==> config.mk <==
export PLATFORM = sky130hd
export DESIGN_NAME = ddr_io_cell
export DESIGN_NICKNAME = d
export VERILOG_FILES = /design/src/ddr_io_cell.v /design/src/pair_fifo.v
export VERILOG_INCLUDE_DIRS = /design/src /design/src/include
export SDC_FILE = /design/constraint.sdc
export NUM_CORES = 1
export LEC_CHECK = 0
export BUFFER_PORTS_ARGS = -buffer_cell sky130_fd_sc_hd__buf_2
export CAP_MARGIN = 20
export CELL_PAD_IN_SITES_DETAIL_PLACEMENT = 1
export CELL_PAD_IN_SITES_GLOBAL_PLACEMENT = 1
export CORE_AREA = 2 2 101 103
export CTS_CLUSTER_SIZE = 8
export DETAILED_ROUTE_END_ITERATION = 10
export DIE_AREA = 0 0 103 105
export GPL_TIMING_DRIVEN = 0
export PLACE_DENSITY_LB_ADDON = 0.1
export SLEW_MARGIN = 20
export SYNTH_ARGS = -nofsm -noshare
export SYNTH_HDL_FRONTEND = slang
export SYNTH_SLANG_ARGS = --single-unit
==> constraint.sdc <==
create_clock -name pclk -period 3.9 [get_ports pclk]
set_input_delay 0.975 -clock pclk [delete_from_list [all_inputs] [get_ports pclk]]
set_output_delay 0.975 -clock pclk [all_outputs]
set_load 0.005 [all_outputs]
==> src/include/ddr_io_cell_defs.vh <==
/*
  Register offsets, field positions, reset values and encodings for the
  double-data-rate I/O cell. Assumes a 32-bit APB bus with byte addresses.
*/
`ifndef DDR_IO_CELL_DEFS_VH
`define DDR_IO_CELL_DEFS_VH

`define DDR_ADDR_W 8
`define DDR_SYNC_W 3

`define DDR_OFS_CTRL 8'h00
`define DDR_OFS_STD 8'h04
`define DDR_OFS_TX 8'h08
`define DDR_OFS_RX 8'h0C
`define DDR_OFS_STATUS 8'h10
`define DDR_OFS_RAW 8'h14

`define DDR_CTRL_IN_EN 0
`define DDR_CTRL_CASCADE 1
`define DDR_CTRL_TWO_LINES 2
`define DDR_CTRL_MIRROR 3
`define DDR_CTRL_OUT_EN 4
`define DDR_CTRL_W 5
`define DDR_CTRL_RESET 5'h00

`define DDR_STD_W 2
`define DDR_STD_SINGLE 2'h0
`define DDR_STD_LVDS 2'h1
`define DDR_STD_RSDS 2'h2
`define DDR_STD_MINI_LVDS 2'h3
`define DDR_STD_RESET 2'h0

`define DDR_TX_FIRST 0
`define DDR_TX_SECOND 1
`define DDR_TX_OE_FIRST 2
`define DDR_TX_OE_SECOND 3
`define DDR_TX_W 4
`define DDR_TX_RESET 4'h0

`define DDR_RX_VALID 8
`define DDR_ST_CASCADE 0
`define DDR_ST_FULL 1
`define DDR_ST_EMPTY 2
`define DDR_ST_OVERFLOW 3
`define DDR_ST_LEVEL_LSB 8

`define DDR_FIFO_DEPTH 16
`define DDR_FIFO_AW 4
`define DDR_PAIR_W 2

`endif

==> src/ddr_io_cell.v <==
/*
  Double-data-rate I/O cell: output, output-enable and input register
  pairs with pin multiplexers, the input cascade into the slave cell, and
  an APB register file. Assumes the link clock and pin data arrive from
  outside pclk's domain and are far slower than pclk (edges found by
  sampling); the pin is split into input, output and output enable.
*/
// The APB interface to the registers and the address map were decided locally.
`timescale 1ns/10ps
`include "ddr_io_cell_defs.vh"

// How it works
// output pair plus mux gives DDR output
// pair clocked by two complementary clocks
// local inverter derives second clock instead
// output enable pair switches on both edges
// input pair alternately captures on both clocks
// first bit primary rise, second secondary rise
// cascade re-registers second bit on primary
// cascade only with differential signal standard
// cascade path internal between paired cells
// without cascade user aligns second bit
// output first bit primary, second secondary
// user hands second bit to secondary domain
// DDR output can mirror a clock
// no edge alignment option exists
// clock manager makes 180 degree copy
// mux shows first bit high, second low
module ddr_io_cell #(
  parameter FIFO_DEPTH = `DDR_FIFO_DEPTH,
  parameter FIFO_AW = `DDR_FIFO_AW
) (
  input wire pclk,
  input wire presetn,
  input wire ce,
  input wire psel,
  input wire penable,
  input wire pwrite,
  input wire [`DDR_ADDR_W-1:0] paddr,
  input wire [31:0] pwdata,
  output reg [31:0] prdata,
  output wire pready,
  output wire pslverr,
  input wire clk_primary_pin,
  input wire clk_secondary_pin,
  input wire pad_in,
  output wire pad_out,
  output wire pad_oe
);
  localparam PW = `DDR_PAIR_W;

  // synchroniser stages: bit 0 primary clock, 1 secondary clock, 2 data
  wire [`DDR_SYNC_W-1:0] raw_in;
  reg [`DDR_SYNC_W-1:0] sync1_q;
  reg [`DDR_SYNC_W-1:0] sync2_q;
  reg prim_prev_q;
  reg sec_prev_q;

  reg [`DDR_CTRL_W-1:0] ctrl_q;
  reg [`DDR_STD_W-1:0] std_q;
  reg [`DDR_TX_W-1:0] tx_q;
  reg overflow_q;

  reg in_reg_a;
  reg in_reg_b;
  reg slave_reg_q;
  reg b_fresh_q;
  reg out_reg_a;
  reg out_reg_b;
  reg oe_reg_a;
  reg oe_reg_b;
  reg stage_b_q;
  reg stage_oe_b_q;

  wire prim_lvl;
  wire sec_lvl;
  wire prim_rise;
  wire sec_rise;
  wire is_diff;
  wire cascade_on;
  wire push_req;
  wire [PW-1:0] push_data;
  wire fifo_ready;
  wire [PW-1:0] fifo_data;
  wire fifo_valid;
  wire [FIFO_AW:0] fifo_level;
  wire stall;
  wire acc;
  wire setup;
  wire wr_en;
  wire addr_ok;
  wire rx_pop;
  reg [31:0] rd_mux;

  assign raw_in = {pad_in, clk_secondary_pin, clk_primary_pin};

  // two flops per pin; only the second stage feeds logic
  genvar gi;
  generate
    for (gi = 0; gi < `DDR_SYNC_W; gi = gi + 1) begin : g_sync
      always @(posedge pclk or negedge presetn) begin
        if (!presetn) begin
          sync1_q[gi] <= 1'b0;
          sync2_q[gi] <= 1'b0;
        end else if (ce) begin
          sync1_q[gi] <= raw_in[gi];
          sync2_q[gi] <= sync1_q[gi];
        end
      end
    end
  endgenerate

  assign prim_lvl = sync2_q[0];
  // two lines: secondary taken from its own pin
  // local inverter: secondary is the inverted primary
  assign sec_lvl = ctrl_q[`DDR_CTRL_TWO_LINES] ? sync2_q[1] : ~sync2_q[0];
  // a clock manager's 180 degree copy arrives on the secondary pin
  assign prim_rise = prim_lvl & ~prim_prev_q;
  assign sec_rise = sec_lvl & ~sec_prev_q;

  always @(posedge pclk or negedge presetn) begin
    if (!presetn) begin
      prim_prev_q <= 1'b0;
      // idle inverted primary is high; a low reset value would fake an edge
      sec_prev_q <= 1'b1;
    end else if (ce) begin
      prim_prev_q <= prim_lvl;
      sec_prev_q <= sec_lvl;
    end
  end

  // cascade allowed only for differential standards
  assign is_diff = (std_q == `DDR_STD_LVDS) | (std_q == `DDR_STD_RSDS) |
                   (std_q == `DDR_STD_MINI_LVDS);
  assign cascade_on = ctrl_q[`DDR_CTRL_CASCADE] & is_diff;

  // cascade pushes the aligned pair on the primary rise
  // otherwise the pair is pushed as soon as the second bit lands
  assign push_req = ctrl_q[`DDR_CTRL_IN_EN] &
                    (cascade_on ? (prim_rise & b_fresh_q) : sec_rise);
  assign push_data = cascade_on ? {in_reg_a, in_reg_b} : {in_reg_a, sync2_q[2]};
  // a push refused by a full FIFO freezes capture that cycle; in cascade mode the held first bit is later pushed with a newer second bit
  assign stall = push_req & ~fifo_ready;

  always @(posedge pclk or negedge presetn) begin
    if (!presetn) begin
      in_reg_a <= 1'b0;
      in_reg_b <= 1'b0;
      slave_reg_q <= 1'b0;
      b_fresh_q <= 1'b0;
    end else if (ce && ctrl_q[`DDR_CTRL_IN_EN] && !stall) begin
      // first bit on primary rise
      if (prim_rise) begin
        in_reg_a <= sync2_q[2];
        // slave cell re-registers the second bit on primary
        slave_reg_q <= in_reg_b;
      end
      // second bit on secondary rise
      if (sec_rise) begin
        in_reg_b <= sync2_q[2];
      end
      if (sec_rise) begin
        b_fresh_q <= 1'b1;
      end else if (prim_rise) begin
        b_fresh_q <= 1'b0;
      end
    end
  end

  pair_fifo #(
    .WIDTH(PW),
    .DEPTH(FIFO_DEPTH),
    .AW(FIFO_AW)
  ) u_fifo (
    .pclk(pclk),
    .presetn(presetn),
    .ce(ce),
    .in_data(push_data),
    .in_valid(push_req),
    .in_ready(fifo_ready),
    .out_data(fifo_data),
    .out_valid(fifo_valid),
    .out_ready(rx_pop),
    .level(fifo_level)
  );

  // output side: R1 R11 first bit on primary, second on secondary
  always @(posedge pclk or negedge presetn) begin
    if (!presetn) begin
      out_reg_a <= 1'b0;
      out_reg_b <= 1'b0;
      oe_reg_a <= 1'b0;
      oe_reg_b <= 1'b0;
      stage_b_q <= 1'b0;
      stage_oe_b_q <= 1'b0;
    end else if (ce) begin
      if (prim_rise) begin
        // mirror mode drives 1 then 0, copying the clock
        out_reg_a <= ctrl_q[`DDR_CTRL_MIRROR] | tx_q[`DDR_TX_FIRST];
        // enable pair follows the same scheme
        oe_reg_a <= ctrl_q[`DDR_CTRL_OUT_EN] & tx_q[`DDR_TX_OE_FIRST];
        // second bits handed over in the primary domain
        stage_b_q <= ~ctrl_q[`DDR_CTRL_MIRROR] & tx_q[`DDR_TX_SECOND];
        stage_oe_b_q <= ctrl_q[`DDR_CTRL_OUT_EN] & tx_q[`DDR_TX_OE_SECOND];
      end
      // plain pair, each flop on its own edge only
      if (sec_rise) begin
        out_reg_b <= stage_b_q;
        oe_reg_b <= stage_oe_b_q;
      end
    end
  end

  // first bit while primary high, second while low
  assign pad_out = prim_lvl ? out_reg_a : out_reg_b;
  // enable mux works like the data mux
  assign pad_oe = prim_lvl ? oe_reg_a : oe_reg_b;

  // APB slave, zero wait states while ce is high
  assign setup = psel & ~penable;
  assign acc = psel & penable & ce;
  assign wr_en = acc & pwrite;
  assign addr_ok = (paddr == `DDR_OFS_CTRL) | (paddr == `DDR_OFS_STD) |
                   (paddr == `DDR_OFS_TX) | (paddr == `DDR_OFS_RX) |
                   (paddr == `DDR_OFS_STATUS) | (paddr == `DDR_OFS_RAW);
  assign pready = ce;
  assign pslverr = psel & penable & ~addr_ok;
  // pop only what the setup-phase snapshot showed; a setup cycle with ce low loads none, so a stale valid bit can pop an unread word
  assign rx_pop = acc & ~pwrite & (paddr == `DDR_OFS_RX) & prdata[`DDR_RX_VALID];

  always @* begin
    rd_mux = 32'h00000000;
    case (paddr)
      `DDR_OFS_CTRL: rd_mux[`DDR_CTRL_W-1:0] = ctrl_q;
      `DDR_OFS_STD: rd_mux[`DDR_STD_W-1:0] = std_q;
      `DDR_OFS_TX: rd_mux[`DDR_TX_W-1:0] = tx_q;
      `DDR_OFS_RX: begin
        rd_mux[PW-1:0] = fifo_data & {PW{fifo_valid}};
        rd_mux[`DDR_RX_VALID] = fifo_valid;
      end
      `DDR_OFS_STATUS: begin
        rd_mux[`DDR_ST_CASCADE] = cascade_on;
        rd_mux[`DDR_ST_FULL] = ~fifo_ready;
        rd_mux[`DDR_ST_EMPTY] = ~fifo_valid;
        rd_mux[`DDR_ST_OVERFLOW] = overflow_q;
        rd_mux[`DDR_ST_LEVEL_LSB+FIFO_AW:`DDR_ST_LEVEL_LSB] = fifo_level;
      end
      // raw pair for user logic doing its own alignment
      `DDR_OFS_RAW: rd_mux[2:0] = {slave_reg_q, in_reg_b, in_reg_a};
      default: rd_mux = 32'h00000000;
    endcase
  end

  always @(posedge pclk or negedge presetn) begin
    if (!presetn) begin
      prdata <= 32'h00000000;
    end else if (ce && setup && !pwrite) begin
      prdata <= rd_mux;
    end
  end

  always @(posedge pclk or negedge presetn) begin
    if (!presetn) begin
      ctrl_q <= `DDR_CTRL_RESET;
      std_q <= `DDR_STD_RESET;
      tx_q <= `DDR_TX_RESET;
      overflow_q <= 1'b0;
    end else if (ce) begin
      if (wr_en && paddr == `DDR_OFS_CTRL) begin
        ctrl_q <= pwdata[`DDR_CTRL_W-1:0];
      end
      if (wr_en && paddr == `DDR_OFS_STD) begin
        std_q <= pwdata[`DDR_STD_W-1:0];
      end
      if (wr_en && paddr == `DDR_OFS_TX) begin
        tx_q <= pwdata[`DDR_TX_W-1:0];
      end
      // a dropped capture in the clearing cycle still sets the flag
      if (stall) begin
        overflow_q <= 1'b1;
      end else if (wr_en && paddr == `DDR_OFS_STATUS && pwdata[`DDR_ST_OVERFLOW]) begin
        overflow_q <= 1'b0;
      end
    end
  end
endmodule

==> src/pair_fifo.v <==
/*
  Synchronous FIFO of flip-flops holding captured bit pairs.
  Assumes both sides run on pclk; ce low freezes all state.
*/
`timescale 1ns/10ps
module pair_fifo #(
  parameter WIDTH = 2,
  parameter DEPTH = 16,
  parameter AW = 4
) (
  input wire pclk,
  input wire presetn,
  input wire ce,
  input wire [WIDTH-1:0] in_data,
  input wire in_valid,
  output wire in_ready,
  output wire [WIDTH-1:0] out_data,
  output wire out_valid,
  input wire out_ready,
  output wire [AW:0] level
);
  reg [WIDTH-1:0] mem [0:DEPTH-1];
  reg [AW-1:0] wr_q;
  reg [AW-1:0] rd_q;
  reg [AW:0] cnt_q;
  wire push;
  wire pop;

  assign in_ready = (cnt_q != DEPTH[AW:0]);
  assign out_valid = (cnt_q != {(AW+1){1'b0}});
  assign out_data = mem[rd_q];
  assign level = cnt_q;
  assign push = in_valid & in_ready & ce;
  assign pop = out_valid & out_ready & ce;

  always @(posedge pclk) begin
    if (push) begin
      mem[wr_q] <= in_data;
    end
  end

  always @(posedge pclk or negedge presetn) begin
    if (!presetn) begin
      wr_q <= {AW{1'b0}};
      rd_q <= {AW{1'b0}};
      cnt_q <= {(AW+1){1'b0}};
    end else begin
      if (push) begin
        wr_q <= (wr_q == DEPTH[AW-1:0] - 1'b1) ? {AW{1'b0}} : wr_q + 1'b1;
      end
      if (pop) begin
        rd_q <= (rd_q == DEPTH[AW-1:0] - 1'b1) ? {AW{1'b0}} : rd_q + 1'b1;
      end
      if (push & ~pop) begin
        cnt_q <= cnt_q + 1'b1;
      end else if (pop & ~push) begin
        cnt_q <= cnt_q - 1'b1;
      end
    end
  end
endmodule

Yosys cells after proc, flatten, opt, wreduce, memory -nomap -nowiden

Memories as Yosys holds them, arrays and structs flattened.
Cells that the tools add are included.

Flip-flop bits (word level): 53
Memory bits (writable): 32
Bits of input ports: 49
Word-level logic and storage cells: 131
Memories: 1

Memories:

| memory     | words | width | read ports | clocked after memory_dff | wr ports | line           | RTL |
|---|---|---|---|---|---|---|---|
| u_fifo.mem | 16    | 2     | 1          | 0                        | 1        | pair_fifo.v:22 | `reg [WIDTH-1:0] mem [0:DEPTH-1];` |

Add/sub/neg operators: 4
Equality and inequality tests: 11
Muxes and demuxes: 21
Bitwise logic cells: 43
Reduce and logical (&&, ||, !) cells: 25

Operators by type and width:

| kind                  | count |
|---|---|
| $and A1 B1 Y1         | 23 |
| $reduce_and A2 Y1     | 9 |
| $eq A8 B4 Y1 const B  | 2 |
| $eq A8 B5 Y1 const B  | 2 |
| $mux W1               | 12 |
| $mux W4               | 3 |
| $pmux W2 S6           | 1 |
| $not A1 Y1            | 11 |
| $mux W5               | 2 |
| $logic_and A1 B1 Y1   | 9 |
| $add A4 B1 Y4 const B | 2 |
| $eq A4 B4 Y1 const B  | 2 |
| $eq A8 B3 Y1 const B  | 1 |
| $logic_not A8 Y1      | 1 |
| $or A1 B1 Y1          | 8 |
| $reduce_bool A2 Y1    | 3 |
| $add A5 B1 Y5 const B | 1 |
| $ne A5 B5 Y1 const B  | 1 |
| $reduce_bool A5 Y1    | 1 |
| $sub A5 B1 Y5 const B | 1 |
| $eq A2 B2 Y1 const B  | 2 |
| $pmux W1 S4           | 1 |
| $pmux W1 S3           | 1 |
| $and A2 B2 Y2         | 1 |
| other kinds (3)       | 4 |

Logic depth before layout (Yosys ltp)

Gate-level depths: netlist of run 1.

Depth after elaboration: 12
Gate-level depth with buffers: 13
Mapped depth without buffers: 12

Hierarchy

From an unflattened synthesis of run 1, not the netlist that was laid out.

Cell total of the unflattened synthesis: 359
Area total of the unflattened synthesis: 4423.0 um^2

Modules (own cells, without submodules):

| module      | instances | cells each | area an instance (um^2) | seq. area each (um^2) |
|---|---|---|---|---|
| ddr_io_cell | 1         | 206        | 2225.9                  | 1002.2 |
| pair_fifo   | 1         | 153        | 2197.1                  | 1286.2 |

Worst setup path before layout of run 1

No wires, ideal clock.

Path type: input -> register
Start point: in paddr[1]
End point: reg u_fifo.cnt_q[4], in the netlist u_fifo.level[4]
Setup time: 0.126 ns
Arrival time: 3.209 ns
Slack: 0.564 ns
Stages on the path: 11
Buffers on the path: 0
Cells stage by stage: or4_4 -> nor2_1 -> nand3_1 -> ha_1 -> inv_1 -> ha_1 -> a21o_1 -> a21oi_1 -> xnor2_1 -> nor2_1 -> xor2_1

Cells in the longest elaborated chain, start to end: 8
Elaborated cells on any way between the ends: 10
Classes of those cells: eq/ne (1); mux (1); bitwise (7); reduce/logical (1)

Ends and longest elaborated chain:

| element                                              | line              | RTL |
|---|---|---|
| start: declaration                                   | ddr_io_cell.v:39  | `` input wire [`DDR_ADDR_W-1:0] paddr, `` |
| $eq A8 B4 Y1 *                                       | --                |  |
| $and A1 B1 Y1 * (2 in a row)                         | ddr_io_cell.v:229 | `` assign rx_pop = acc & ~pwrite & (paddr == `DDR_OFS_RX) & prdata[`DDR_RX_VALID]; `` |
| $and A1 B1 Y1 * (2 in a row)                         | pair_fifo.v:34    | `assign pop = out_valid & out_ready & ce;` |
| $not A1 Y1                                           | pair_fifo.v:54    | `if (push & ~pop) begin` |
| $and A1 B1 Y1                                        | pair_fifo.v:54    |  |
| $mux W5 / $reduce_bool A2 Y1 (equally long branches) | --                |  |
| end signal: assignment                               | pair_fifo.v:46    | `cnt_q <= {(AW+1){1'b0}};` |
| end signal: assignment                               | pair_fifo.v:55    | `cnt_q <= cnt_q + 1'b1;` |
| end signal: assignment                               | pair_fifo.v:57    | `cnt_q <= cnt_q - 1'b1;` |
| end: declaration                                     | pair_fifo.v:25    | `reg [AW:0] cnt_q;` |

Mark *: on every way between the ends. The rest lies on a longest branch, timed or not.
A chain may end at the register's enable or synchronous reset.

Worst setup path in the final report of run 1

Ends and elaborated chain as after synthesis.

==> results.md, run 1 <==
Yosys:
- The proportion of register bits with asynchronous set or reset after synthesis is 0.624.
- Synthesis produced a netlist whose cell count is ~340.
- Of the synthesized area, sequential elements account for 0.547.
- The number of enable-type register cells in the synthesized netlist is 32.
- In the synthesized netlist the dominant register cell turns out to be sky130_fd_sc_hd__dfrtp_1.
- The Yosys step of the flow raised 0 warnings.
- The post-synthesis area per instance is between 10 and 15 sq um.
- In this run, distinct cell masters in the synthesized netlist total 54.
- Counting flops and latches in the post-synthesis netlist gives 85.
- The synthesized area is around 4200 sq um.

Place:
- The total of buffers placed on input and output ports is 34.
- The final HPWL from detailed placement is about 6600 microns.
- The instance count after placement with tap cells included is about 530.
- At the end of routability-driven placement, the weighted congestion stood at roughly 0.77.

Clock tree:
- The number of setup buffers added after CTS is 0.
- The number of hold buffers added after CTS was 0.
- The number of instances resized during post-cts repair is 0.
- The number of buffers on the longest clock path is 2.
- The clock tree synthesis step divided the H-tree into 3 levels.
- Buffers inserted during clock tree synthesis total 9.
- The cell chosen for the clock root is sky130_fd_sc_hd__clkbuf_8.
- The clock tree from TritonCTS is yes.
- The clock-pin slew on the worst setup and hold paths is ~80 ps.
- The insertion delay to the later sink of the worst-skew pair is 360 ps.
- The tree built by TritonCTS fans out to between 80 and 90 sinks.

Routing:
- The routed layout has about 2800 vias.
- In the final routed layout, each cell accounts on average for about 16 microns.
- Wires add up to 8940 microns.
- The average vias per placed instance is between 5 and 6.
- The remaining number of nets flagged by the antenna check after routing is 0.
- The remaining routing DRC violations is 0.
- The number of detailed-routing iterations run before antenna repair is 4.
- After the first detailed-routing iteration, the DRC count stood at 94.

Setup path:
- Data on the critical path is required at its endpoint by approximately 4200 ps.
- The setup path with the least slack is of type in2reg.
- The worst setup path is launched from an input pin.
- The critical path arrival is roughly 3700 ps.
- STA classifies the critical path endpoint as a flop.
- In this run the worst path has a maximum fanout of 6.

Timing:
- The share of the clock period used by the worst path is 0.873.
- For the final routed database, the setup TNS stands at 0 ps.
- The relative slew slack is 0.482.
- At the pin with the least slew margin, the transition time is 766 ps.
- Setup repair after global routing left no endpoint under its margin.
- The final-report hold violation count is 0.
- The number of setup violations in the final report is 0.
- The number of slew-limit violations in the final report was 0.
- The maximum achievable frequency is 294 MHz.
- Counting I/O delays and the setup requirement, the final critical path takes roughly 3400 ps.
- Across the routed clock network, the largest skew measured is 7.04 ps.

Global route:
- The initial antenna violation count is 0.
- The number of global-route vias before repair is between 3000 and 4000.
- The total grt overflow is 0.
- In the global route stage, overall resource usage came out at 0.183.
- Entering global routing, the biggest net connects 54 pins.
- The global-route wire length before repair is approximately 15000 microns.

Power and ir drop:
- The largest voltage drop on the vdd net is roughly 150 uV.
- In this run the power density over the cells is 344 nW/um^2.
- In this run the static leakage power is around 2.1 nW.

Floorplanning:
- between 80 and 90 I/O pins were placed.
- The floorplan step defined a core boundary enclosing ~9600 sq um.
- For this configuration, the core starts out at a cell density of 0.434.
- The floorplan has 36 rows.
- The die outline height is about 110 microns.
- The floorplan die width is around 100 microns.
- The die covers ~11000 sq um.

Layout:
- The layout has 1100 filler cells.
- The final standard cell utilization of the core is 0.494.
- The finished layout holds ~550 standard cells, fillers aside.
- The antenna diode instance count is 0.
- The multi-input combinational cell area is 1720 sq um.
- The number of nets at the end of the flow is approximately 470.
- The area added between synthesis and finish is 13.8%.
- The area occupied by registers is approximately 2300 sq um.
- The share of final-layout standard cells stronger than drive strength 1 is 0.290.

Outcome:
- The flow ran to the end, and the final reports show no timing, DRC or antenna violations.

Job:
- The count of maximum capacitance violations is 0.

Hold path:
- The path class of the tightest hold or removal check is reg2reg.
==> synth_stat cells, types with 4 or more instances <==
cell | n | area, sq um
sky130_fd_sc_hd__edfxtp_1 | 32 | 961
sky130_fd_sc_hd__mux4_2 | 8 | 180
sky130_fd_sc_hd__nand3_1 | 16 | 80.1
sky130_fd_sc_hd__a21o_1 | 4 | 30.0
sky130_fd_sc_hd__and3_1 | 6 | 37.5
sky130_fd_sc_hd__clkbuf_1 | 8 | 30.0
sky130_fd_sc_hd__nor2b_1 | 5 | 31.3
sky130_fd_sc_hd__nor2_1 | 14 | 52.6
sky130_fd_sc_hd__o21ai_0 | 12 | 60.1
sky130_fd_sc_hd__a31oi_1 | 4 | 25.0
sky130_fd_sc_hd__inv_1 | 6 | 22.5
sky130_fd_sc_hd__nand2_1 | 35 | 131
sky130_fd_sc_hd__buf_4 | 24 | 180
sky130_fd_sc_hd__a21oi_1 | 10 | 50.1
sky130_fd_sc_hd__and2_1 | 9 | 56.3
sky130_fd_sc_hd__ha_1 | 9 | 113
sky130_fd_sc_hd__mux2_2 | 32 | 360
sky130_fd_sc_hd__xnor2_1 | 5 | 43.8
sky130_fd_sc_hd__a22o_1 | 4 | 35.0
sky130_fd_sc_hd__dfrtp_1 | 52 | 1300
==> metrics by stage <==
stage	total power, mW	setup WS [ps]	hold slack [ps]	cell area [sq um]
floorplan	1.06	564	444	4260
global placement	1.11	125	457	4600
detailed placement	1.12	70.4	467	4600
CTS	1.67	481	487	4760
global route	1.72	323	512	4760
finish	1.64	494	479	4760
==> cells by family after synthesis <==
kind of cell	Yosys count	synth area share
buffers and inverters	44	0.0616
AND/OR/NAND/NOR	105	0.132
AO/OA/AOI/OAI	50	0.0807
other	1	0.000896
XOR/XNOR	7	0.0147
multiplexers	41	0.132
flip-flops	85	0.547
adder cells (fa/ha/maj)	10	0.0317
==> where the power goes <==
part           switching [mW]  internal (mW)
Clock                   0.313          0.231
Combinational          0.0710         0.0569
Sequential             0.0171          0.950
Total                   0.401           1.24
==> per-layer routing <==
metal,share of wire,global-route usage
met2,0.48,0.291
met1,0.45,0.246
met3,0.037,0.0254
met5,0,0
met4,0.025,0.0883
==> sequential cells by signal, indices dropped and copies added (netlist names), 2 cells and up <==
register and count:
ctrl_q 5, prdata 10, std_q 2, sync1_q 3, sync2_q 2, tx_q 4, u_fifo.level 5, u_fifo.mem 32
u_fifo.rd_q 4, u_fifo.wr_q 4
==> critical path, stage by stage <==
cell                      delay [ps]
sky130_fd_sc_hd__buf_2            90
sky130_fd_sc_hd__or4_4           540
sky130_fd_sc_hd__nor2_1          300
sky130_fd_sc_hd__nand3_1         300
sky130_fd_sc_hd__ha_1            320
sky130_fd_sc_hd__inv_1           140
sky130_fd_sc_hd__ha_1            290
sky130_fd_sc_hd__a21o_1          190
sky130_fd_sc_hd__a21oi_1         170
sky130_fd_sc_hd__xnor2_1         130
sky130_fd_sc_hd__nor2_1           70
sky130_fd_sc_hd__xor2_1          150
==> cell usage in the layout (no fill, tap or decap), drive strengths merged, types with 5 or more instances in the layout <==
cell and count:
nand2 35, a21oi 10, and2 9, nor3 6, edfxtp 32, xnor2 5, buf 63, nor2b 5
conb 22, o21ai 12, nor2 14, mux2 32, inv 8, mux4 8, dfrtp 52, clkbuf 20
and3 6, ha 9, nand3 16
==> cell type report <==
class | instances | share of cell area
tap | 133 | 0.0349
timing repair buffer | 34 | 0.0363
buffer | 37 | 0.0486
inverter | 7 | 0.00552
clock inverter | 4 | 0.00525
multi-input combinational | 235 | 0.360
sequential | 85 | 0.481
clock buffer | 12 | 0.0284
==> final timing paths <==
kind                                        from                     endpoint  slack, ps  cells after the start
setup / recovery                        paddr[1]  u_fifo.level[4]$_DFFE_PN0P_        490                     12
max in group asynchronous                presetn       sync1_q[2]$_DFFE_PN0P_       2790                      1
hold / removal             prdata[2]$_DFFE_PN0P_        prdata[2]$_DFFE_PN0P_        480                      2
hold reg to reg            prdata[2]$_DFFE_PN0P_        prdata[2]$_DFFE_PN0P_        480                      2
min in group asynchronous                presetn        prdata[4]$_DFFE_PN0P_        650                      1
setup reg to reg           ctrl_q[2]$_DFFE_PN0P_  u_fifo.level[4]$_DFFE_PN0P_        700                     13
Power figures use the tool's default switching activity.
==> inputs of run 2 (changes only) <==
PLACE_DENSITY = 0.91   (was not set)
PLACE_DENSITY_LB_ADDON = not set   (was 0.1)
==> run 2 against run 1 <==
Effect of this change:
- worst hold slack better by 3.8 ps
- sequential power barely moved
- critical path depth stayed put
- global-route usage up 1.0 points
- first-iteration DRC count is 3.2% higher
- sequential cell count stayed put
- clock power grew 22%
- worst setup slack lost 46 ps
- sequential share of layout area down 0.52 points
- combinational power rose by 3%
- final cell count stayed put
- clock-buffer cell count grew 1
==> results.md, run 2 (synthesis results as in run 1) <==
Hold path:
- The depth of the worst hold-timing path was 2 (unchanged).
- The origin of the worst min-delay path is prdata[4]$_DFFE_PN0P_ (was prdata[2]$_DFFE_PN0P_).
- The end point of the most critical hold path is prdata[4]$_DFFE_PN0P_ (was prdata[2]$_DFFE_PN0P_).
- The class of the most critical hold timing path is reg2reg (unchanged).

Setup path:
- The required time of the worst setup path is 4130 ps (was 4150 ps).
- The logic depth of the worst register-to-register path came to 13 (unchanged).
- The critical path capture point type is a flop (unchanged).
- The register-to-register setup slack came to 630 ps (was 700 ps).
- The critical path startpoint category is an input pin (unchanged).
- The terminus of the critical flop-to-flop path was u_fifo.level[4]$_DFFE_PN0P_ (unchanged).
- Critical-path cell list: buf_2 -> or4_4 -> nor2_1 -> nand3_1 -> ha_1 -> inv_1 -> ha_1 -> a21o_1 -> a21oi_1 -> xnor2_1 -> nor2_1 -> xor2_1 (unchanged).
- The critical path start-end classification is in2reg (unchanged).
- The critical path arrival is 3680 ps (was 3650 ps).
- The biggest cell delay along the critical path was 540 ps (about the same).
- The highest-delay cell along the critical path is sky130_fd_sc_hd__or4_4 (unchanged).
- The largest fanout on the critical path came to 6 (unchanged).
- The launch point of the worst path is paddr[1] (unchanged).
- The startpoint of the worst-slack reg-to-reg timing path is ctrl_q[2]$_DFFE_PN0P_ (unchanged).

Layout:
- The number of flip-flops under the largest register name is 32 (unchanged).
- Leading registers by flop count: u_fifo.mem x32, prdata x10 (unchanged).
- The antenna diode instance count came to 0 (unchanged).
- The filler cell count in the final layout was 1061 (was 1100).
- The share of final-layout standard cells stronger than drive strength 1 is 0.295 (was 0.290).
- The area added between synthesis and finish is 15.1% (was 13.8%).
- The register ranked first by flip-flop count is u_fifo.mem (unchanged).
- The number of nets at the end of the flow is 468 (unchanged).
- The most common cell after layout, fill and taps aside is sky130_fd_sc_hd__dfrtp_1 (unchanged).
- Top library cells by usage in the layout, fill and taps aside: sky130_fd_sc_hd__dfrtp_1 (52), sky130_fd_sc_hd__nand2_1 (35), sky130_fd_sc_hd__buf_2 (35) (unchanged).

Job:
- The count of maximum capacitance violations was 0 (unchanged).

Timing:
- The maximum achievable frequency is 290 MHz (was 294 MHz).
- The share of the clock period used by the worst path is 0.885 (was 0.873).
- The minimum clock period came to 3450 ps (was 3410 ps).
- The final-layout worst hold slack came to 483 ps (was 479 ps).
- The number of setup violations in the final report is 0 (unchanged).
- The number of slew-limit violations in the final report is 0 (unchanged).
- The setup slack of the critical path after layout is 448 ps (was 494 ps).
- Setup repair after global routing missed its margin: no (unchanged).
- The setup TNS was 0 ps (unchanged).
- The relative slew slack is 0.491 (was 0.482).
- The final-report hold violation count is 0 (unchanged).
- The measured slew at the worst slew-check pin is 752 ps (was 766 ps).
- The clock skew is 16.9 ps (was 7.04 ps).

Global route:
- The total grt overflow was 0 (unchanged).
- The global-route usage over all layers came to 0.194 (was 0.183).
- The largest net degree at the start of global routing came to 54 (unchanged).
- The global-route wire length before repair is 15800 microns (was 15100 microns).
- The initial antenna violation count is 0 (unchanged).
- The number of global-route vias before repair is 3072 (was 3003).

Place:
- The final weighted congestion in routability-driven placement is 0.846 (was 0.767).
- The worst slack at placement is 58.9 ps (was 70.4 ps).
- The final HPWL from detailed placement came to 7520 microns (was 6550 microns).
- The total of buffers placed on input and output ports is 34 (unchanged).

Routing:
- The number of detailed-routing iterations run before antenna repair was 6 (was 4).
- The via count is 2851 (was 2812).
- The number of design-rule violations left by the first detailed-router iteration is 97 (was 94).
- The aggregate routed wire length is 9880 microns (was 8940 microns).
- The remaining routing DRC violations came to 0 (unchanged).
- The remaining number of nets flagged by the antenna check after routing is 0 (unchanged).
- The detail-routed net length per standard cell is 18.1 microns (was 16.3 microns).
- The average vias per placed instance was 5.21 (was 5.14).

Power and ir drop:
- The net load switching power came to 0.406 mW (was 0.401 mW).
- The switching power as a share of total power came to 0.230 (was 0.245).
- The portion of total power attributed to sequential cells is 0.548 (was 0.590).
- The proportion of power drawn by the clock network is 0.376 (was 0.332).
- The leakage power is 2.13 nW (was 2.10 nW).
- The total internal power is 1.36 mW (was 1.24 mW).
- The largest voltage drop on the vdd net is 148 uV (was 153 uV).
- The power density relative to cell area came to 367 nW/um^2 (was 344 nW/um^2).
- The combinational group share of total power is 0.075 (was 0.078).

Clock tree:
- The clock buffer count from CTS is 9 (unchanged).
- The clock-pin slew on the worst setup and hold paths was 80 ps (about the same).
- The TritonCTS sink count is 85 (unchanged).
- The cell chosen for the clock root is sky130_fd_sc_hd__clkbuf_8 (unchanged).
- The number of buffers on the longest clock path was 2 (unchanged).
- The clock tree from TritonCTS is yes (unchanged).
- The insertion delay to the later sink of the worst-skew pair was 350 ps (was 360 ps).
- The H-tree depth came to 3 (unchanged).
- The number of instances resized during post-cts repair is 0 (unchanged).
- The number of buffers inserted for hold repair after clock tree synthesis is 0 (unchanged).
- The post-CTS setup repair buffer count is 0 (unchanged).

Floorplanning:
- The placement row count is 36 (unchanged).
- The die outline height is 105 microns (unchanged).
- The die footprint is 10800 sq um (unchanged).
- The effective utilization at floorplan is 0.434 (unchanged).
- The floorplan die width is 103 microns (unchanged).
- The core footprint came to 9640 sq um (unchanged).
- The number of I/O pins was 85 (unchanged).

Outcome:
- Status: finished clean (unchanged).
==> run 2: cell types whose count changed in the layout (fill, tap and decap cells not counted) <==
cell / change
sky130_fd_sc_hd__clkbuf_16: +1
sky130_fd_sc_hd__bufinv_16: +1
sky130_fd_sc_hd__clkbuf_1: -1
sky130_fd_sc_hd__inv_6: -1
sky130_fd_sc_hd__clkbuf_8: +1
sky130_fd_sc_hd__clkinv_1: -1
==> run 2: power groups by stage <==
stage | clock network [mW] | logic, mW | registers [mW]
6_report | 0.665 | 0.132 | 0.968
5_1_grt | 0.716 | 0.147 | 0.972
4_1_cts | 0.673 | 0.132 | 0.968
3_5_place_dp | 0 | 0.132 | 0.987
3_3_place_gp | 0 | 0.124 | 0.985
2_1_floorplan | 0 | 0.0843 | 0.980
==> run 2: area by class of cell <==
class,count,area [sq um],share of cell area
clock inverter,3,42.5,0.00884
tap,133,166,0.0346
buffer,37,231,0.0481
sequential,85,2290,0.475
multi-input combinational,235,1720,0.357
clock buffer,13,170,0.0353
inverter,7,26.3,0.00546
timing repair buffer,34,173,0.0359
==> run 2: worst max-delay path by stage <==
| stage | slack [ps] | to | depth (start not counted) |
|---|---|---|---|
| finish | 450 | u_fifo.level[4]$_DFFE_PN0P_ | 12 |
| global placement | 160 | u_fifo.level[4]$_DFFE_PN0P_ | 12 |
| floorplan | 560 | u_fifo.level[4]$_DFFE_PN0P_ | 11 |
| CTS | 450 | u_fifo.level[4]$_DFFE_PN0P_ | 12 |
| global route | 270 | u_fifo.level[4]$_DFFE_PN0P_ | 12 |
| detailed placement | 60 | u_fifo.level[4]$_DFFE_PN0P_ | 12 |
==> run 2: metrics by stage <==
stage	utilization	area (sq um)	cells	power, mW
CTS	0.499	4810	547	1.77
detailed placement	0.477	4600	531	1.12
floorplan	-	4260	364	1.06
global route	0.499	4810	547	1.83
finish	0.499	4810	547	1.77
global placement	0.477	4600	531	1.11
==> run 2: routing by layer <==
metal | part of all wire | track usage | up-vias | wire (microns)
met1 | 0.41 | 0.219 | 1437 | 4050
li1 | - | - | 1333 | -
met4 | 0.024 | 0.0695 | 0 | 238
met5 | 0 | 0 | - | 0
met3 | 0.030 | 0.0321 | 19 | 297
met2 | 0.54 | 0.358 | 62 | 5300
==> run 2: worst max-delay path, delay by kind of cell <==
kind            cells  cell delay, ps
simple gates        4            1200
buf+inv             2             230
xor+xnor            2             290
compound gates      2             380
fa+ha+maj           2             610
==> inputs of run 3 (changes only) <==
--- a/config.mk
+++ b/config.mk
@@ -17,3 +17,4 @@
 export GPL_TIMING_DRIVEN = 0
-export PLACE_DENSITY = 0.91
+export PLACE_DENSITY_LB_ADDON = 0.1
+export REMOVE_ABC_BUFFERS = 1
 export SLEW_MARGIN = 20
==> constraint.sdc (replaced) <==
create_clock -name pclk -period 3.9 [get_ports pclk]
set_input_delay 0.195 -clock pclk [delete_from_list [all_inputs] [get_ports pclk]]
set_output_delay 0.195 -clock pclk [all_outputs]
set_load 0.005 [all_outputs]
==> run 3 against run 2 <==
Effect of this change:
- power fell by 4.4%
- worst setup slack gained 180 ps
- design area fell by 5.1%
- first-iteration DRC count decreased by 8.2%
- sequential share of layout area rose by 2.6 points
- non-clock buffer count down 35
- critical path depth unchanged
==> results.md, run 3 (synthesis results as in run 1) <==
Global route:
- The initial antenna violation count came to 0 (unchanged).
- The met1 demand-to-capacity share in global routing is 0.233 (was 0.219).
- The fraction of met3 tracks used by global routing came to 0.0308 (was 0.0321).
- The global-route usage over all layers came to 0.178 (was 0.194).
- The number of global-route vias before repair came to 2813 (was 3072).
- The largest net degree at the start of global routing is 54 (unchanged).
- The global-route wire length before repair came to 14600 microns (was 15800 microns).
- The total grt overflow is 0 (unchanged).
- The busiest layer in global routing was met2 (unchanged).
- The fraction of met2 tracks used by global routing came to 0.289 (was 0.358).

Routing:
- The number of detailed-routing iterations run before antenna repair is 4 (was 6).
- The via count is 2652 (was 2851).
- The detail-routed net length per standard cell is 17.0 microns (was 18.1 microns).
- The remaining routing DRC violations came to 0 (unchanged).
- The average vias per placed instance was 5.18 (was 5.21).
- The aggregate routed wire length is 8690 microns (was 9880 microns).
- The remaining number of nets flagged by the antenna check after routing is 0 (unchanged).
- The number of design-rule violations left by the first detailed-router iteration came to 89 (was 97).

Setup path:
- The critical path arrival is 3510 ps (was 3680 ps).
- The launch point of the worst path is u_fifo.level[3]$_DFFE_PN0P_ (was paddr[1]).
- The critical path capture point type is a flop (unchanged).
- The critical path start-end classification is reg2reg (was in2reg).
- The required time of the worst setup path is 4130 ps (about the same).
- The highest-delay cell along the critical path is sky130_fd_sc_hd__nor4_1 (was sky130_fd_sc_hd__or4_4).
- The critical path startpoint category is a flop (was input pin).
- The biggest cell delay along the critical path was 620 ps (was 540 ps).
- The number of buffer and inverter stages on the critical path came to 2 (unchanged).
- The dominant delay contributor by cell family on the critical path is compound AO/OA/AOI/OAI gates (was simple AND/OR/NAND/NOR gates).
- Critical-path cell list: nor4_1 -> a21oi_1 -> a21bo_1 -> inv_2 -> ha_1 -> inv_1 -> ha_1 -> a21o_1 -> a21oi_1 -> xnor2_1 -> nor2_1 -> xor2_1 (was buf_2 -> or4_4 -> nor2_1 -> nand3_1 -> ha_1 -> inv_1 -> ha_1 -> a21o_1 -> a21oi_1 -> xnor2_1 -> nor2_1 -> xor2_1).
- The largest fanout on the critical path was 8 (was 6).
- The startpoint of the worst-slack reg-to-reg timing path is u_fifo.level[3]$_DFFE_PN0P_ (was ctrl_q[2]$_DFFE_PN0P_).

Power and ir drop:
- The proportion of power drawn by the clock network is 0.361 (was 0.376).
- The combinational group share of total power came to 0.065 (was 0.075).
- The total internal power is 1.29 mW (was 1.36 mW).
- The largest voltage drop on the vdd net was 178 uV (was 148 uV).
- The switching power as a share of total power is 0.238 (was 0.230).
- The leakage power is 1.98 nW (was 2.13 nW).
- The portion of total power attributed to sequential cells is 0.574 (was 0.548).
- The net load switching power was 0.401 mW (was 0.406 mW).
- The power density relative to cell area is 369 nW/um^2 (was 367 nW/um^2).
- The total power after layout was 1.69 mW (was 1.77 mW).

Layout:
- The number of nets at the end of the flow is 433 (was 468).
- The area added between synthesis and finish is 9.21% (was 15.1%).
- The share of final-layout standard cells stronger than drive strength 1 is 0.256 (was 0.295).
- The final standard cell utilization of the core came to 0.474 (was 0.499).
- The most common cell after layout, fill and taps aside is sky130_fd_sc_hd__dfrtp_1 (unchanged).
- The filler cell count in the final layout is 1055 (was 1061).
- Leading registers by flop count: u_fifo.mem x32, prdata x10 (unchanged).
- Top library cells by usage in the layout, fill and taps aside: sky130_fd_sc_hd__dfrtp_1 (52), sky130_fd_sc_hd__nand2_1 (35), sky130_fd_sc_hd__buf_2 (34) (was sky130_fd_sc_hd__dfrtp_1 (52), sky130_fd_sc_hd__nand2_1 (35), sky130_fd_sc_hd__buf_2 (35)).
- The antenna diode instance count is 0 (unchanged).
- The register ranked first by flip-flop count was u_fifo.mem (unchanged).
- The number of flip-flops under the largest register name is 32 (unchanged).

Clock tree:
- The clock buffer count from CTS came to 9 (unchanged).
- The cell chosen for the clock root is sky130_fd_sc_hd__clkbuf_8 (unchanged).
- The TritonCTS sink count is 85 (unchanged).
- The post-CTS setup repair buffer count is 0 (unchanged).
- The insertion delay to the later sink of the worst-skew pair is 360 ps (was 350 ps).
- The clock tree from TritonCTS is yes (unchanged).
- The H-tree depth is 3 (unchanged).
- The number of buffers on the longest clock path is 2 (unchanged).
- The clock-pin slew on the worst setup and hold paths is 80 ps (about the same).
- The number of instances resized during post-cts repair is 0 (unchanged).

Timing:
- The minimum clock period is 3270 ps (was 3450 ps).
- The final-layout worst hold slack was 70.8 ps (was 483 ps).
- The relative slew slack is 0.462 (was 0.491).
- The number of setup violations in the final report is 0 (unchanged).
- The maximum achievable frequency came to 306 MHz (was 290 MHz).
- The number of slew-limit violations in the final report is 0 (unchanged).
- The share of the clock period used by the worst path is 0.839 (was 0.885).
- The clock skew came to 15.5 ps (was 16.9 ps).
- The setup TNS is 0 ps (unchanged).
- Setup repair after global routing missed its margin: no (unchanged).
- The measured slew at the worst slew-check pin is 796 ps (was 752 ps).
- The final-report hold violation count is 0 (unchanged).

Floorplanning:
- The number of I/O pins was 85 (unchanged).
- The die footprint is 10800 sq um (unchanged).
- The floorplan die width is 103 microns (unchanged).
- The effective utilization at floorplan is 0.434 (unchanged).
- The die outline height was 105 microns (unchanged).
- The core footprint is 9640 sq um (unchanged).
- The placement row count is 36 (unchanged).

Hold path:
- The origin of the worst min-delay path was pad_in (was prdata[4]$_DFFE_PN0P_).
- The class of the most critical hold timing path is in2reg (was reg2reg).

Place:
- The final HPWL from detailed placement is 6310 microns (was 7520 microns).
- The final weighted congestion in routability-driven placement is 0.756 (was 0.846).
- The total of buffers placed on input and output ports is 35 (was 34).

Job:
- The count of maximum capacitance violations is 0 (unchanged).

Outcome:
- Status: finished clean (unchanged).
==> run 3: cell count changes in the layout (fill, tap and decap cells not counted), sizes merged <==
cell	change
buf	-28
clkbuf	-10
clkinv	+2
dlygate4sd3	+1
==> run 3: repair_timing <==
| action | 4_1_cts | 5_1_grt |
|---|---|---|
| setup endpoints to repair | 0 | 0 |
| endpoints found under the hold margin | 52 | 0 |
| hold buffers | 1 | 0 |
==> run 3: cell type report <==
type                       count  area [sq um]  share of cell area
multi-input combinational    235          1720               0.376
timing repair buffer          36           188              0.0411
sequential                    85          2290               0.501
inverter                       7          26.3             0.00575
clock inverter                 5          52.6              0.0115
clock buffer                  11           131              0.0288
tap                          133           166              0.0364
==> run 3: power groups by stage <==
stage          sequential (mW)  combinational, mW  clock [mW]
6_report                 0.969              0.110       0.609
5_1_grt                  0.973              0.126       0.667
4_1_cts                  0.969              0.111       0.625
3_5_place_dp             0.988              0.110           0
3_3_place_gp             0.986              0.109           0
2_1_floorplan            0.981             0.0607           0
==> run 3: metrics by stage <==
stage | instance area, sq um | setup WS, ps | cells
6_report | 4570 | 627 | 512
5_1_grt | 4570 | 382 | 512
4_1_cts | 4570 | 580 | 512
3_5_place_dp | 4380 | 621 | 495
3_3_place_gp | 4370 | 636 | 495
2_1_floorplan | 4030 | 1070 | 327
==> run 3: final timing paths <==
check,end,slack [ps],cells past startpoint
hold / removal,sync1_q[2]$_DFFE_PN0P_,70,2
hold reg to reg,prdata[3]$_DFFE_PN0P_,480,2
min in group asynchronous,oe_reg_b$_DFFE_PN0P_,440,2
setup reg to reg,u_fifo.level[4]$_DFFE_PN0P_,630,12
setup / recovery,u_fifo.level[4]$_DFFE_PN0P_,630,12
max in group asynchronous,u_fifo.level[2]$_DFFE_PN0P_,2990,2
==> run 3: metal layers <==
| layer | share of wire | vias up | wire length, microns |
|---|---|---|---|
| li1 | - | 1257 | - |
| met4 | 0.018 | 0 | 154 |
| met5 | 0 | - | 0 |
| met1 | 0.46 | 1349 | 3960 |
| met3 | 0.020 | 11 | 174 |
| met2 | 0.51 | 35 | 4400 |
==> run 3: worst register-to-register path, stage by stage (launching register included) <==
cell                      delay [ps]
sky130_fd_sc_hd__dfrtp_1         430
sky130_fd_sc_hd__nor4_1          620
sky130_fd_sc_hd__a21oi_1         180
sky130_fd_sc_hd__a21bo_1         420
sky130_fd_sc_hd__inv_2           140
sky130_fd_sc_hd__ha_1            230
sky130_fd_sc_hd__inv_1           140
sky130_fd_sc_hd__ha_1            290
sky130_fd_sc_hd__a21o_1          190
sky130_fd_sc_hd__a21oi_1         170
sky130_fd_sc_hd__xnor2_1         130
sky130_fd_sc_hd__nor2_1           60
sky130_fd_sc_hd__xor2_1          140
